--- src/lsar_pkg.sv ---
package lsar_pkg;

   // Register port widths
   localparam int unsigned ADDR_W = 8;
   localparam int unsigned DATA_W = 8;

   // Attribute register offsets (register port byte addresses)
   localparam logic [7:0] OFF_ATTR_BIOS_F_SEGMENT = 8'h59;
   localparam logic [7:0] OFF_ATTR_C0_C4_SEGMENTS = 8'h5a;
   localparam logic [7:0] OFF_ATTR_C8_CC_SEGMENTS = 8'h5b;
   localparam logic [7:0] OFF_ATTR_D0_D4_SEGMENTS = 8'h5c;
   localparam logic [7:0] OFF_ATTR_D8_DC_SEGMENTS = 8'h5d;
   localparam logic [7:0] OFF_ATTR_E0_E4_SEGMENTS = 8'h5e;
   localparam logic [7:0] OFF_ATTR_E8_EC_SEGMENTS = 8'h5f;
   localparam int unsigned NUM_ATTR_REGS          = 7;
   localparam int unsigned NUM_SEGMENTS           = 13;

   // Block control and status registers
   localparam logic [7:0] OFF_ROUTE_CONTROL = 8'h56;
   localparam logic [7:0] OFF_ROUTE_STATUS  = 8'h57;

   // Field layout within an attribute register
   localparam int unsigned FIELD_W       = 4;
   localparam int unsigned READ_CLAIM_LO = 0;
   localparam int unsigned WRITE_CLAIM_LO = 1;
   localparam int unsigned READ_CLAIM_HI = 4;
   localparam int unsigned WRITE_CLAIM_HI = 5;
   localparam logic [7:0] ATTR_WMASK_FULL = 8'h33;
   localparam logic [7:0] ATTR_WMASK_BIOS = 8'h30;
   localparam logic [7:0] ATTR_RESET      = 8'h00;

   // Control register fields
   localparam int unsigned CTRL_LOW_HOLE_BIT  = 0;
   localparam int unsigned CTRL_VIDEO_SMM_BIT = 1;
   localparam logic [7:0]  CTRL_WMASK         = 8'h03;
   localparam logic [7:0]  CTRL_RESET         = 8'h00;

   // Address map boundaries (20-bit legacy window)
   localparam int unsigned HADDR_W        = 32;
   localparam logic [31:0] DOS_LOW_LAST   = 32'h0007ffff;
   localparam logic [31:0] DOS_HOLE_LAST  = 32'h0009ffff;
   localparam logic [31:0] VIDEO_LAST     = 32'h000bffff;
   localparam logic [31:0] EXPANSION_LAST = 32'h000effff;
   localparam logic [31:0] LEGACY_LAST    = 32'h000fffff;
   localparam int unsigned SEG_IDX_LSB    = 14;
   localparam int unsigned SEG_IDX_W      = 4;

   typedef enum logic [1:0] {
      SRC_HOST,
      SRC_HUB,
      SRC_AGP,
      SRC_PCI
   } lsar_source_type;

   typedef enum logic [1:0] {
      DEST_MEMORY,
      DEST_HUB_LINK_A,
      DEST_NONE
   } lsar_dest_type;

   typedef struct packed {
      logic                  valid;
      logic                  write;
      lsar_source_type       source;
      logic                  system_management_mode;
      logic [HADDR_W-1:0]    addr;
   } lsar_access_type;

   typedef struct packed {
      logic          valid;
      lsar_dest_type dest;
      logic          claimed;
      logic          blocked;
   } lsar_route_type;

   typedef struct packed {
      logic [ADDR_W-1:0] addr;
      logic [DATA_W-1:0] wdata;
      logic              wr;
      logic              rd;
   } lsar_regreq_type;

endpackage

--- src/lsar_router.sv ---
// Design decision made here: the address-and-strobe port.
`timescale 1ns/1ps
module lsar_router (
   input  wire logic                    CLK_SYS,
   input  wire logic                    RST,
   input  wire lsar_pkg::lsar_regreq_type REG_REQ,
   output      logic [lsar_pkg::DATA_W-1:0] REG_RDATA,
   input  wire lsar_pkg::lsar_access_type ACCESS,
   output      lsar_pkg::lsar_route_type  ROUTE
);

   logic [lsar_pkg::DATA_W-1:0] attr_reg [lsar_pkg::NUM_ATTR_REGS];
   logic [lsar_pkg::DATA_W-1:0] ctrl_reg;
   logic [lsar_pkg::DATA_W-1:0] rdata_next;
   logic [lsar_pkg::DATA_W-1:0] status_next;
   lsar_pkg::lsar_route_type    route_reg;
   lsar_pkg::lsar_route_type    route_next;
   logic                        read_claim;
   logic                        write_claim;
   logic [lsar_pkg::SEG_IDX_W-1:0] seg_idx;
   logic [lsar_pkg::DATA_W-1:0] seg_reg;

   // Attribute registers, one per offset
   genvar gi;
   generate
      for (gi = 0; gi < lsar_pkg::NUM_ATTR_REGS; gi++) begin : g_attr
         localparam logic [7:0] OFF = lsar_pkg::OFF_ATTR_BIOS_F_SEGMENT + 8'(gi);
         localparam logic [7:0] MSK = (gi == 0) ? lsar_pkg::ATTR_WMASK_BIOS
                                                : lsar_pkg::ATTR_WMASK_FULL;
         always_ff @(posedge CLK_SYS or posedge RST) begin
            if (RST) begin
               attr_reg[gi] <= lsar_pkg::ATTR_RESET;
            end else if (REG_REQ.wr && REG_REQ.addr == OFF) begin
               attr_reg[gi] <= REG_REQ.wdata & MSK;
            end
         end
      end
   endgenerate

   // Control register
   always_ff @(posedge CLK_SYS or posedge RST) begin
      if (RST) begin
         ctrl_reg <= lsar_pkg::CTRL_RESET;
      end else if (REG_REQ.wr && REG_REQ.addr == lsar_pkg::OFF_ROUTE_CONTROL) begin
         ctrl_reg <= REG_REQ.wdata & lsar_pkg::CTRL_WMASK;
      end
   end

   // Status shows last routing decision
   always_comb begin
      status_next = '0;
      status_next[1:0] = route_reg.dest;
      status_next[2] = route_reg.claimed;
      status_next[3] = route_reg.blocked;
   end

   // Read data, one cycle after the strobe
   always_comb begin
      rdata_next = '0;
      if (REG_REQ.addr == lsar_pkg::OFF_ROUTE_CONTROL) begin
         rdata_next = ctrl_reg;
      end else if (REG_REQ.addr == lsar_pkg::OFF_ROUTE_STATUS) begin
         rdata_next = status_next;
      end else begin
         for (int i = 0; i < lsar_pkg::NUM_ATTR_REGS; i++) begin
            if (REG_REQ.addr == lsar_pkg::OFF_ATTR_BIOS_F_SEGMENT + 8'(i)) begin
               rdata_next = attr_reg[i];
            end
         end
      end
   end

   always_ff @(posedge CLK_SYS or posedge RST) begin
      if (RST) begin
         REG_RDATA <= '0;
      end else if (REG_REQ.rd) begin
         REG_RDATA <= rdata_next;
      end else begin
         REG_RDATA <= '0;
      end
   end

   // Segment attribute lookup
   always_comb begin
      seg_idx = ACCESS.addr[lsar_pkg::SEG_IDX_LSB +: lsar_pkg::SEG_IDX_W];
      seg_reg = '0;
      read_claim = 1'b0;
      write_claim = 1'b0;
      if (ACCESS.addr > lsar_pkg::EXPANSION_LAST) begin
         read_claim  = attr_reg[0][lsar_pkg::READ_CLAIM_HI];
         write_claim = attr_reg[0][lsar_pkg::WRITE_CLAIM_HI];
      end else begin
         if (seg_idx[3:1] < 3'(lsar_pkg::NUM_ATTR_REGS - 1)) begin
            seg_reg = attr_reg[1 + 32'(seg_idx[3:1])];
         end
         if (seg_idx[0]) begin
            read_claim  = seg_reg[lsar_pkg::READ_CLAIM_HI];
            write_claim = seg_reg[lsar_pkg::WRITE_CLAIM_HI];
         end else begin
            read_claim  = seg_reg[lsar_pkg::READ_CLAIM_LO];
            write_claim = seg_reg[lsar_pkg::WRITE_CLAIM_LO];
         end
      end
   end

   // Routing decision
   always_comb begin
      route_next = '0;
      route_next.valid = ACCESS.valid;
      route_next.dest = lsar_pkg::DEST_MEMORY;
      route_next.claimed = 1'b1;
      if (ACCESS.addr <= lsar_pkg::DOS_LOW_LAST) begin
         route_next.dest = lsar_pkg::DEST_MEMORY;
      end else if (ACCESS.addr <= lsar_pkg::DOS_HOLE_LAST) begin
         if (ctrl_reg[lsar_pkg::CTRL_LOW_HOLE_BIT]) begin
            route_next.dest = lsar_pkg::DEST_HUB_LINK_A;
            route_next.claimed = 1'b0;
         end
      end else if (ACCESS.addr <= lsar_pkg::VIDEO_LAST) begin
         if (ACCESS.source != lsar_pkg::SRC_HOST) begin
            if (ctrl_reg[lsar_pkg::CTRL_VIDEO_SMM_BIT]) begin
               route_next.dest = lsar_pkg::DEST_NONE;
               route_next.claimed = 1'b0;
               route_next.blocked = 1'b1;
            end else begin
               route_next.dest = lsar_pkg::DEST_HUB_LINK_A;
               route_next.claimed = 1'b0;
            end
         end else if (!(ACCESS.system_management_mode
                        && ctrl_reg[lsar_pkg::CTRL_VIDEO_SMM_BIT])) begin
            route_next.dest = lsar_pkg::DEST_HUB_LINK_A;
            route_next.claimed = 1'b0;
         end
      end else if (ACCESS.addr <= lsar_pkg::LEGACY_LAST) begin
         if (ACCESS.source != lsar_pkg::SRC_HOST) begin
            route_next.dest = lsar_pkg::DEST_MEMORY;
         end else if ((ACCESS.write && !write_claim)
                      || (!ACCESS.write && !read_claim)) begin
            route_next.dest = lsar_pkg::DEST_HUB_LINK_A;
            route_next.claimed = 1'b0;
         end else begin
            route_next.dest = lsar_pkg::DEST_MEMORY;
         end
      end
      if (!ACCESS.valid) begin
         route_next.dest = lsar_pkg::DEST_NONE;
         route_next.claimed = 1'b0;
         route_next.blocked = 1'b0;
      end
   end

   always_ff @(posedge CLK_SYS or posedge RST) begin
      if (RST) begin
         route_reg <= '{valid: 1'b0, dest: lsar_pkg::DEST_NONE, claimed: 1'b0, blocked: 1'b0};
      end else begin
         route_reg <= route_next;
      end
   end

   assign ROUTE = route_reg;

endmodule // lsar_router

--- config.mk ---
export PLATFORM = sky130hd
export DESIGN_NAME = lsar_router
export DESIGN_NICKNAME = d
export VERILOG_FILES = /design/src/lsar_pkg.sv /design/src/lsar_router.sv
export SDC_FILE = /design/constraint.sdc
export NUM_CORES = 1
export LEC_CHECK = 0
export BUFFER_PORTS_ARGS = -buffer_cell sky130_fd_sc_hd__buf_2
export CAP_MARGIN = 20
export CORE_ASPECT_RATIO = 0.9
export CORE_MARGIN = 2
export CORE_UTILIZATION = 46
export DETAILED_ROUTE_END_ITERATION = 8
export GPL_ROUTABILITY_DRIVEN = 0
export PLACE_DENSITY = 0.76
export RECOVER_POWER = 50
export SETUP_SLACK_MARGIN = 0.2
export SLEW_MARGIN = 10
export SYNTH_ARGS = -nofsm -noshare
export SYNTH_HDL_FRONTEND = slang
export SYNTH_SLANG_ARGS = --single-unit
--- constraint.sdc ---
create_clock -name CLK_SYS -period 1.6 [get_ports CLK_SYS]
set_clock_uncertainty 0.05 [all_clocks]
set_input_delay 0.32 -clock CLK_SYS [delete_from_list [all_inputs] [get_ports CLK_SYS]]
set_output_delay 0.32 -clock CLK_SYS [all_outputs]
set_load 0.05 [all_outputs]
== After elaboration in Yosys (flattened, before gate mapping) ==
Index checks and enable logic that the tools add are counted.
Word-level totals
  output and inout port bits: 13
  word-level logic and storage cells: 83
  register bits after elaboration: 41
Operators by class
  magnitude comparators: 7
  bitwise logic cells: 1
  equality and inequality tests: 9
  $add $sub $neg: 1
  reductions and logical operators: 16
  mux-type cells: 36
Operator list (number)
  32-bit by 20-bit <= comparator with 1-bit output, second input constant: 3
  8-bit by 7-bit == test with 1-bit output, second input constant: 9
  8-bit two-way mux: 9
  33-bit by 4-bit >= comparator with 1-bit output, second input constant: 1
  4-bit inverter with 33-bit output: 1
  32-bit by 20-bit > comparator with 1-bit output, second input constant: 1
  32-bit by 19-bit <= comparator with 1-bit output, second input constant: 1
  8-bit binary-select mux with 3-bit select: 1
  6-bit two-way mux: 4
  3-bit two-way mux: 5
  1-bit two-way mux: 12
  1-bit logical AND: 11
  2-bit two-way mux: 4
  1-bit by 3-bit adder with 4-bit output, first input constant: 1
  4-bit two-way mux: 1
  1-bit logical NOT: 3
  3-bit < comparator, second input constant: 1
  2-bit nonzero test: 1
  1-bit logical OR: 1

== Depth between registers and ports, before layout ==
Gate-level depths: netlist of the first run.
  depth after elaboration: 18
  gate-level depth with buffers: 7
  depth with buffers taken out: 6

== Worst setup path before layout of the first run ==
OpenSTA, ideal clock, no wires.
  kind: input port to flip-flop
  from: in ACCESS[15] (netlist name)
  to: reg route_reg (netlist bit ROUTE[1])
  path buffers: 1
  cell stages on the path: 7
  setup time: 130 ps
  data required time: 1420 ps
  arrival: 1680 ps
  slack: -260 ps
  cell sequence: ha_1 > buf_6 > mux2_4 > a221oi_2 > nor4b_2 > nor4_2 > o31ai_1
RTL lines
  start: declaration: line lsar_router.sv:8  | input wire lsar_pkg::lsar_access_type ACCESS,
  end signal: assignment: line lsar_router.sv:154  | route_reg <= '{valid: 1'b0, dest: lsar_pkg::DEST_NONE, claimed: 1'b0, blocked: 1'b0};
  end signal: assignment: line lsar_router.sv:156  | route_reg <= route_next;
  end: declaration: line lsar_router.sv:16  | lsar_pkg::lsar_route_type route_reg;

==> results of run 1 <==
[logic make-up after synthesis]
group / after synthesis
simple gates: 58
xor+xnor: 1
compound gates: 35
flops: 39
fa+ha+maj: 1
mux: 45
other cells: 1
buf+inv: 14
[through the flow]
stage	hold slack, ns	cell area [um^2]	total power (uW)	instances
finish	0.1371	3292	2515	353
global route	0.1537	3292	2596	353
floorplan	0.3014	2445	1313	195
detailed placement	0.2816	3018	1509	341
global placement	0.2582	3018	1497	341
CTS	0.1193	3251	2510	352
[worst max-delay path by stage]
stage	cells after the start	from	end	slack, ns
2_1_floorplan	7	ACCESS[16]	ROUTE[1]$_DFF_PP0_	-0.21
3_3_place_gp	7	ACCESS[16]	ROUTE[1]$_DFF_PP0_	-0.37
3_5_place_dp	7	ACCESS[16]	ROUTE[1]$_DFF_PP0_	-0.39
4_1_cts	7	ACCESS[16]	ROUTE[1]$_DFF_PP0_	-0.06
5_1_grt	5	attr_reg[24]$_DFFE_PP0P_	ROUTE[2]$_DFF_PP0_	-0.13
6_report	7	ACCESS[16]	ROUTE[2]$_DFF_PP0_	-0.08
[layout make-up]
cell class                 count  area share (%)
multi-input combinational    142           44.55
inverter                       7          0.7982
timing repair buffer          92           18.47
clock buffer                   6           2.204
sequential                    39           29.68
clock inverter                 2           1.824
tap                           65           2.471
[metal layers]
layer / GRT usage (%) / share of wire [%] / vias up
li1: - / - / 921
met1: 34.43 / 45 / 1000
met2: 40.29 / 49 / 65
met3: 3.747 / 4.3 / 16
met4: 9.524 / 2.5 / 0
met5: 0 / 0 / -
[worst reg2reg max path: stages, from the launching register on]
cell and delay, ns:
dfrtp_1 0.39, mux2_4 0.29, a221oi_4 0.28, nor3_2 0.08
nor4_2 0.35, o21a_1 0.18
[cells in the final DEF (no fill, tap or decap), types with 3 or more instances in the layout]
master	instances
a211oi_1	3
a221oi_2	3
and3_1	3
buf_2	43
buf_4	38
buf_6	5
clkbuf_1	4
clkbuf_8	5
dfrtp_1	38
inv_1	7
mux2_2	10
mux2_4	30
mux2i_1	4
nand2_1	10
nand3_1	3
nor2_1	4
nor2_4	7
nor2b_1	3
nor3_1	6
nor4_1	4
o211ai_1	4
o21ai_0	5
[report_power, final]
group / switching [uW] / internal, uW
clock: 363 / 624
combinational: 237 / 231
sequential: 36.6 / 1020
[repair_timing]
action                                  4_1_cts  5_1_grt
buffers inserted                              2        1
hold endpoints to repair                      6        0
resized for setup                            18       11
hold buffers                                  1        0
endpoints found under the setup margin       21       23
pin swaps                                    11        9
==> results.py, run 1 <==
metrics = {
    "run_status": {
        "status": "finished, violations left",
        "violations": "setup timing",
    },
    "yosys": {
        "synth_warnings": 0,
        "ys_seq_area_share_pct": 43.75,
        "synth.top_cell.area_share_pct": 42.58,
        "yosysTopAreaCell": "dfrtp_1",
        "synthArstFlopShare_pct": 100.0,
        "synth_compound_area_share_pct": 12.55,
        "synth_seq_cells": 39,
        "synth.mux.area_fraction_pct": 23.31,
        "yosys.area_share.simple_pct": 15.80,
        "synth_top_family_by_area": "multiplexers",
        "synthFlopType": "dfrtp_1",
        "yosys.cell_types.count": 52,
        "synthTopCellsByArea": "dfrtp_1 (43%), mux2_2 (19%), a221oi_2 (2.0%)",
        "synthAdderAreaFrac_pct": 0.5602,
        "synth_edf_count": 0,
        "synthXorXnorAreaFrac_pct": 0.3922,
        "yosys-top-cells-count": "dfrtp_1 (38), mux2_2 (38), nand2_1 (11)",
        "avgSynthCellArea_um2": 11.51,
        "netlist_instances": 194,
        "mappedNetlistArea_um2": 2233,
    },
    "floorplan": {
        "pin_count": 70,
        "initial_core_util_pct": 46.78,
        "die_w_um": 77.45,
        "dieArea_um2": 5430,
        "num_rows": 24,
        "die_h_um": 70.11,
        "core_area_um2": 4775,
    },
    "clock_network": {
        "cts_root_buf": "clkbuf_8",
        "clock-sinks": 39,
        "numCtsBuffers": 5,
        "h-tree-depth": 2,
        "cts_tree": "yes",
        "clk_path_buf_depth": 2,
        "clock_latency_ns": 0.30,
        "clkTransAtPathRegs_ns": 0.08,
    },
    "finish": {
        "n_fill_cell": 327,
        "multi_input_area_um2": 1466,
        "drive_gt1_share_pct": 58.68,
        "final_nets": 345,
        "fin_util_pct": 68.95,
        "regArea_um2": 977.2,
        "area_growth_pct": 47.40,
        "num_antenna_cells": 0,
        "largest_reg_flops": 26,
    },
    "critical_path": {
        "cp_cell_sequence": "buf_8 -> ha_4 -> mux2_4 -> a221oi_2 -> nor4b_2 -> nor4_2 -> o21a_1",
        "critical_path_class": "in -> reg",
        "rr_worst_depth": 5,
        "rrSetupSlack_ns": -0.06,
        "required_ns": 1.79,
        "setup.worst_path.end_class": "flop",
        "critPathSlowestCell": "ha_4",
        "timing.rr.start": "attr_reg[24]$_DFFE_PP0P_",
        "max_stage_delay_ns": 0.32,
        "regToRegEndpoint": "ROUTE[2]$_DFF_PP0_",
        "critPathMaxFanout": 8,
        "start_kind": "input pin",
        "critical_path_buf_inv_count": 1,
        "cp_top_family": "compound AO/OA/AOI/OAI gates",
        "crit_arrival_ns": 1.87,
    },
    "grt": {
        "grt_pass1_vias": 1949,
        "grt_usage_pct": 25.08,
        "grt_max_degree": 25,
        "grt_overflow": 0,
        "grt_pass1_wl_um": 10250,
        "antenna_found_initial": 0,
    },
    "job": {
        "cap_violations": 0,
    },
    "sta": {
        "max_freq_ghz": 0.5967,
        "worst_pin_slew_ns": 0.5887,
        "fin_crit_ns": 1.676,
        "hold_violations": 0,
        "drv_slew": 0,
        "fin_tns_setup_ns": -0.1280,
        "fin_crit_sh_pct": 104.7,
        "setup_viol": 2,
        "layout_setup_ws_ns": -0.07581,
        "rsz0062_at_grt": "true",
        "relSlewSlack_pct": 60.92,
    },
    "worst_hold_path": {
        "min_path_type": "in -> reg",
        "holdPathStages": 1,
        "hold_path_end": "ROUTE[4]$_DFF_PP0_",
        "hold_start": "ACCESS[36]",
    },
    "place": {
        "numPortBuffers": 49,
        "preCtsSetupSlack_ns": -0.3913,
        "hpwl_um": 4868,
    },
    "power_and_ir_drop": {
        "leakagePower_uw": 0.001570,
        "powerDensity_nw_per_um2": 763.9,
        "ir_drop_mv": 0.4649,
    },
    "drt": {
        "drc": 0,
        "drt_first_iter_violations": 152,
        "vias": 2002,
        "ant_nets": 0,
        "wl_per_cell_um": 18.46,
        "firstDrtPassIters": 4,
        "routed_wl_um": 6516,
        "viasPerCell": 5.671,
    },
}
No activity file was read; power rests on OpenSTA's default activity.
==> run 2, diff against run 1 <==
==> constraint.sdc (replaced) <==
create_clock -name CLK_SYS -period 1.6 [get_ports CLK_SYS]
set_clock_uncertainty 0.05 [all_clocks]
set_input_delay 0.08 -clock CLK_SYS [delete_from_list [all_inputs] [get_ports CLK_SYS]]
set_output_delay 0.08 -clock CLK_SYS [all_outputs]
set_load 0.05 [all_outputs]
==> run 2 against run 1 <==
Effect of this change: the flow still finishes with violations (setup timing); core utilization is 9.2 points lower; cell count down 5.7%; critical path depth down 2; clock power decreased by 26%; cell area is 13% lower; combinational power is 20% lower; first-iteration DRC count down 11%; critical path type is now reg -> reg; worst setup slack better by 0.062 ns; sequential power hardly changed; highest routed layer unchanged.
==> results.py, run 2 (synthesis results as in run 1) <==
metrics = {
    "finish": {
        "layout_commonest_cell": "buf_2",
        "largest_reg_flops": 26,
        "layout.cells.non_filler": 333,
        "final_nets": 325,
        "num_antenna_cells": 0,
        "area_growth_pct": 27.73,
        "fin_util_pct": 59.75,
        "drive_gt1_share_pct": 51.87,
        "final_cell_mix": "buf_2 (47), dfrtp_1 (38), mux2_2 (36)",
    },
    "place": {
        "numPortBuffers": 49,
        "dp_cells": 321,
        "hpwl_um": 4381,
        "preCtsSetupSlack_ns": -0.1697,
    },
    "run_status": {
        "violations": "setup timing",
        "status": "finished, violations left",
    },
    "clock_network": {
        "numCtsBuffers": 5,
        "cts_root_buf": "clkbuf_8",
        "clock_latency_ns": 0.30,
        "clock-sinks": 39,
        "clkTransAtPathRegs_ns": 0.07,
        "cts_tree": "yes",
        "clk_path_buf_depth": 2,
        "h-tree-depth": 2,
    },
    "sta": {
        "rsz0062_at_grt": "true",
        "worst_pin_slew_ns": 0.9934,
        "layout_setup_ws_ns": -0.01370,
        "relSlewSlack_pct": 33.77,
        "fin_crit_sh_pct": 100.9,
        "max_freq_ghz": 0.6197,
        "hold_violations": 0,
        "fin_crit_ns": 1.614,
        "setup_viol": 2,
        "drv_slew": 0,
    },
    "critical_path": {
        "critPathMaxFanout": 2,
        "critical_path_buf_inv_count": 0,
        "start_kind": "flop",
        "critical_path_class": "reg -> reg",
        "critPathSlowestCell": "dfrtp_1",
        "cp_cell_sequence": "mux2_2 -> a221oi_2 -> nor3_2 -> nor4_2 -> o31ai_1",
        "cp_top_family": "flip-flops",
        "crit_arrival_ns": 1.74,
        "setup.worst_path.end_class": "flop",
        "max_stage_delay_ns": 0.40,
        "required_ns": 1.73,
    },
    "grt": {
        "grt_usage_pct": 22.33,
        "grt_pass1_vias": 1914,
        "grt_max_degree": 40,
        "antenna_found_initial": 0,
        "grt_pass1_wl_um": 9384,
        "grt_overflow": 0,
    },
    "drt": {
        "vias": 1869,
        "ant_nets": 0,
        "drt_first_iter_violations": 135,
        "firstDrtPassIters": 4,
        "drc": 0,
        "wl_per_cell_um": 17.09,
        "routed_wl_um": 5692,
        "viasPerCell": 5.613,
    },
    "floorplan": {
        "core_area_um2": 4775,
        "die_h_um": 70.11,
        "num_rows": 24,
        "die_w_um": 77.45,
        "initial_core_util_pct": 46.78,
        "pin_count": 70,
        "dieArea_um2": 5430,
    },
    "worst_hold_path": {
        "min_path_type": "in -> reg",
    },
    "job": {
        "cap_violations": 0,
    },
    "power_and_ir_drop": {
        "ir_drop_mv": 0.4729,
        "leakagePower_uw": 0.001395,
        "powerDensity_nw_per_um2": 757.9,
    },
}
## run 2: changes by cell type in the layout (fill, tap and decap cells not counted), sizes merged
cell	previous run	this run
buf	88	66
clkbuf	9	12
bufinv	2	0
dlygate4sd3	1	2
## run 2: where the power goes
| group | internal (uW) | switching, uW | total [uW] |
|---|---|---|---|
| Sequential | 1020 | 31.0 | 1060 |
| Clock | 393 | 340 | 734 |
| Combinational | 168 | 204 | 373 |
## run 2: worst reg2reg max path, cell delays in order, from the launching register on
cell	delay (ns)
dfrtp_1	0.40
mux2_2	0.28
a221oi_2	0.27
nor3_2	0.09
nor4_2	0.31
o31ai_1	0.10
## run 2: what timing repair did
item                       CTS  global route
hold endpoints to repair    40             0
setup endpoints to repair    4             4
pin swaps                    3             4
hold buffers                 2             0
gates resized for setup      3             4
buffers inserted             2             0
## run 2: layout make-up
| class | instances | area, um^2 |
|---|---|---|
| fillers | 378 | 1922 |
| multi-input cells | 142 | 1246 |
| flip-flops and latches | 39 | 977.2 |
| repair buffers | 72 | 421.7 |
| clock buffers | 8 | 100.1 |
| well taps | 65 | 81.33 |
| inverters | 7 | 26.28 |
## run 2: layer usage
layer	share of wire, %	GRT usage, %
met5	0	0
met4	1.6	8.333
met3	6.9	4.651
met2	45	34.20
met1	46	31.31
## run 2: worst paths after layout
check	start	end	slack (ns)	cells past startpoint
min reg2reg	ROUTE[0]$_DFF_PP0_	REG_RDATA[3]$_DFF_PP0_	0.46	1
min	REG_REQ[0]	REG_RDATA[1]$_DFF_PP0_	0.03	2
min in group asynchronous	RST	attr_reg[32]$_DFFE_PP0P_	0.58	4
max reg2reg	attr_reg[25]$_DFFE_PP0P_	ROUTE[1]$_DFF_PP0_	-0.01	5
max in group asynchronous	RST	attr_reg[37]$_DFFE_PP0P_	0.31	4
max	attr_reg[25]$_DFFE_PP0P_	ROUTE[1]$_DFF_PP0_	-0.01	5
## run 2: stage by stage
step	cell area, um^2	setup TNS [ns]	power [uW]	hold slack [ns]
after floorplan	2283	0	1287	0.06143
after global placement	2698	-0.1814	1423	0.1679
after detailed placement	2698	-0.4292	1434	0.1829
after CTS	2840	-0.007397	2168	0.02261
after global routing	2853	-0.1891	2256	0.03229
final	2853	-0.02108	2162	0.02690
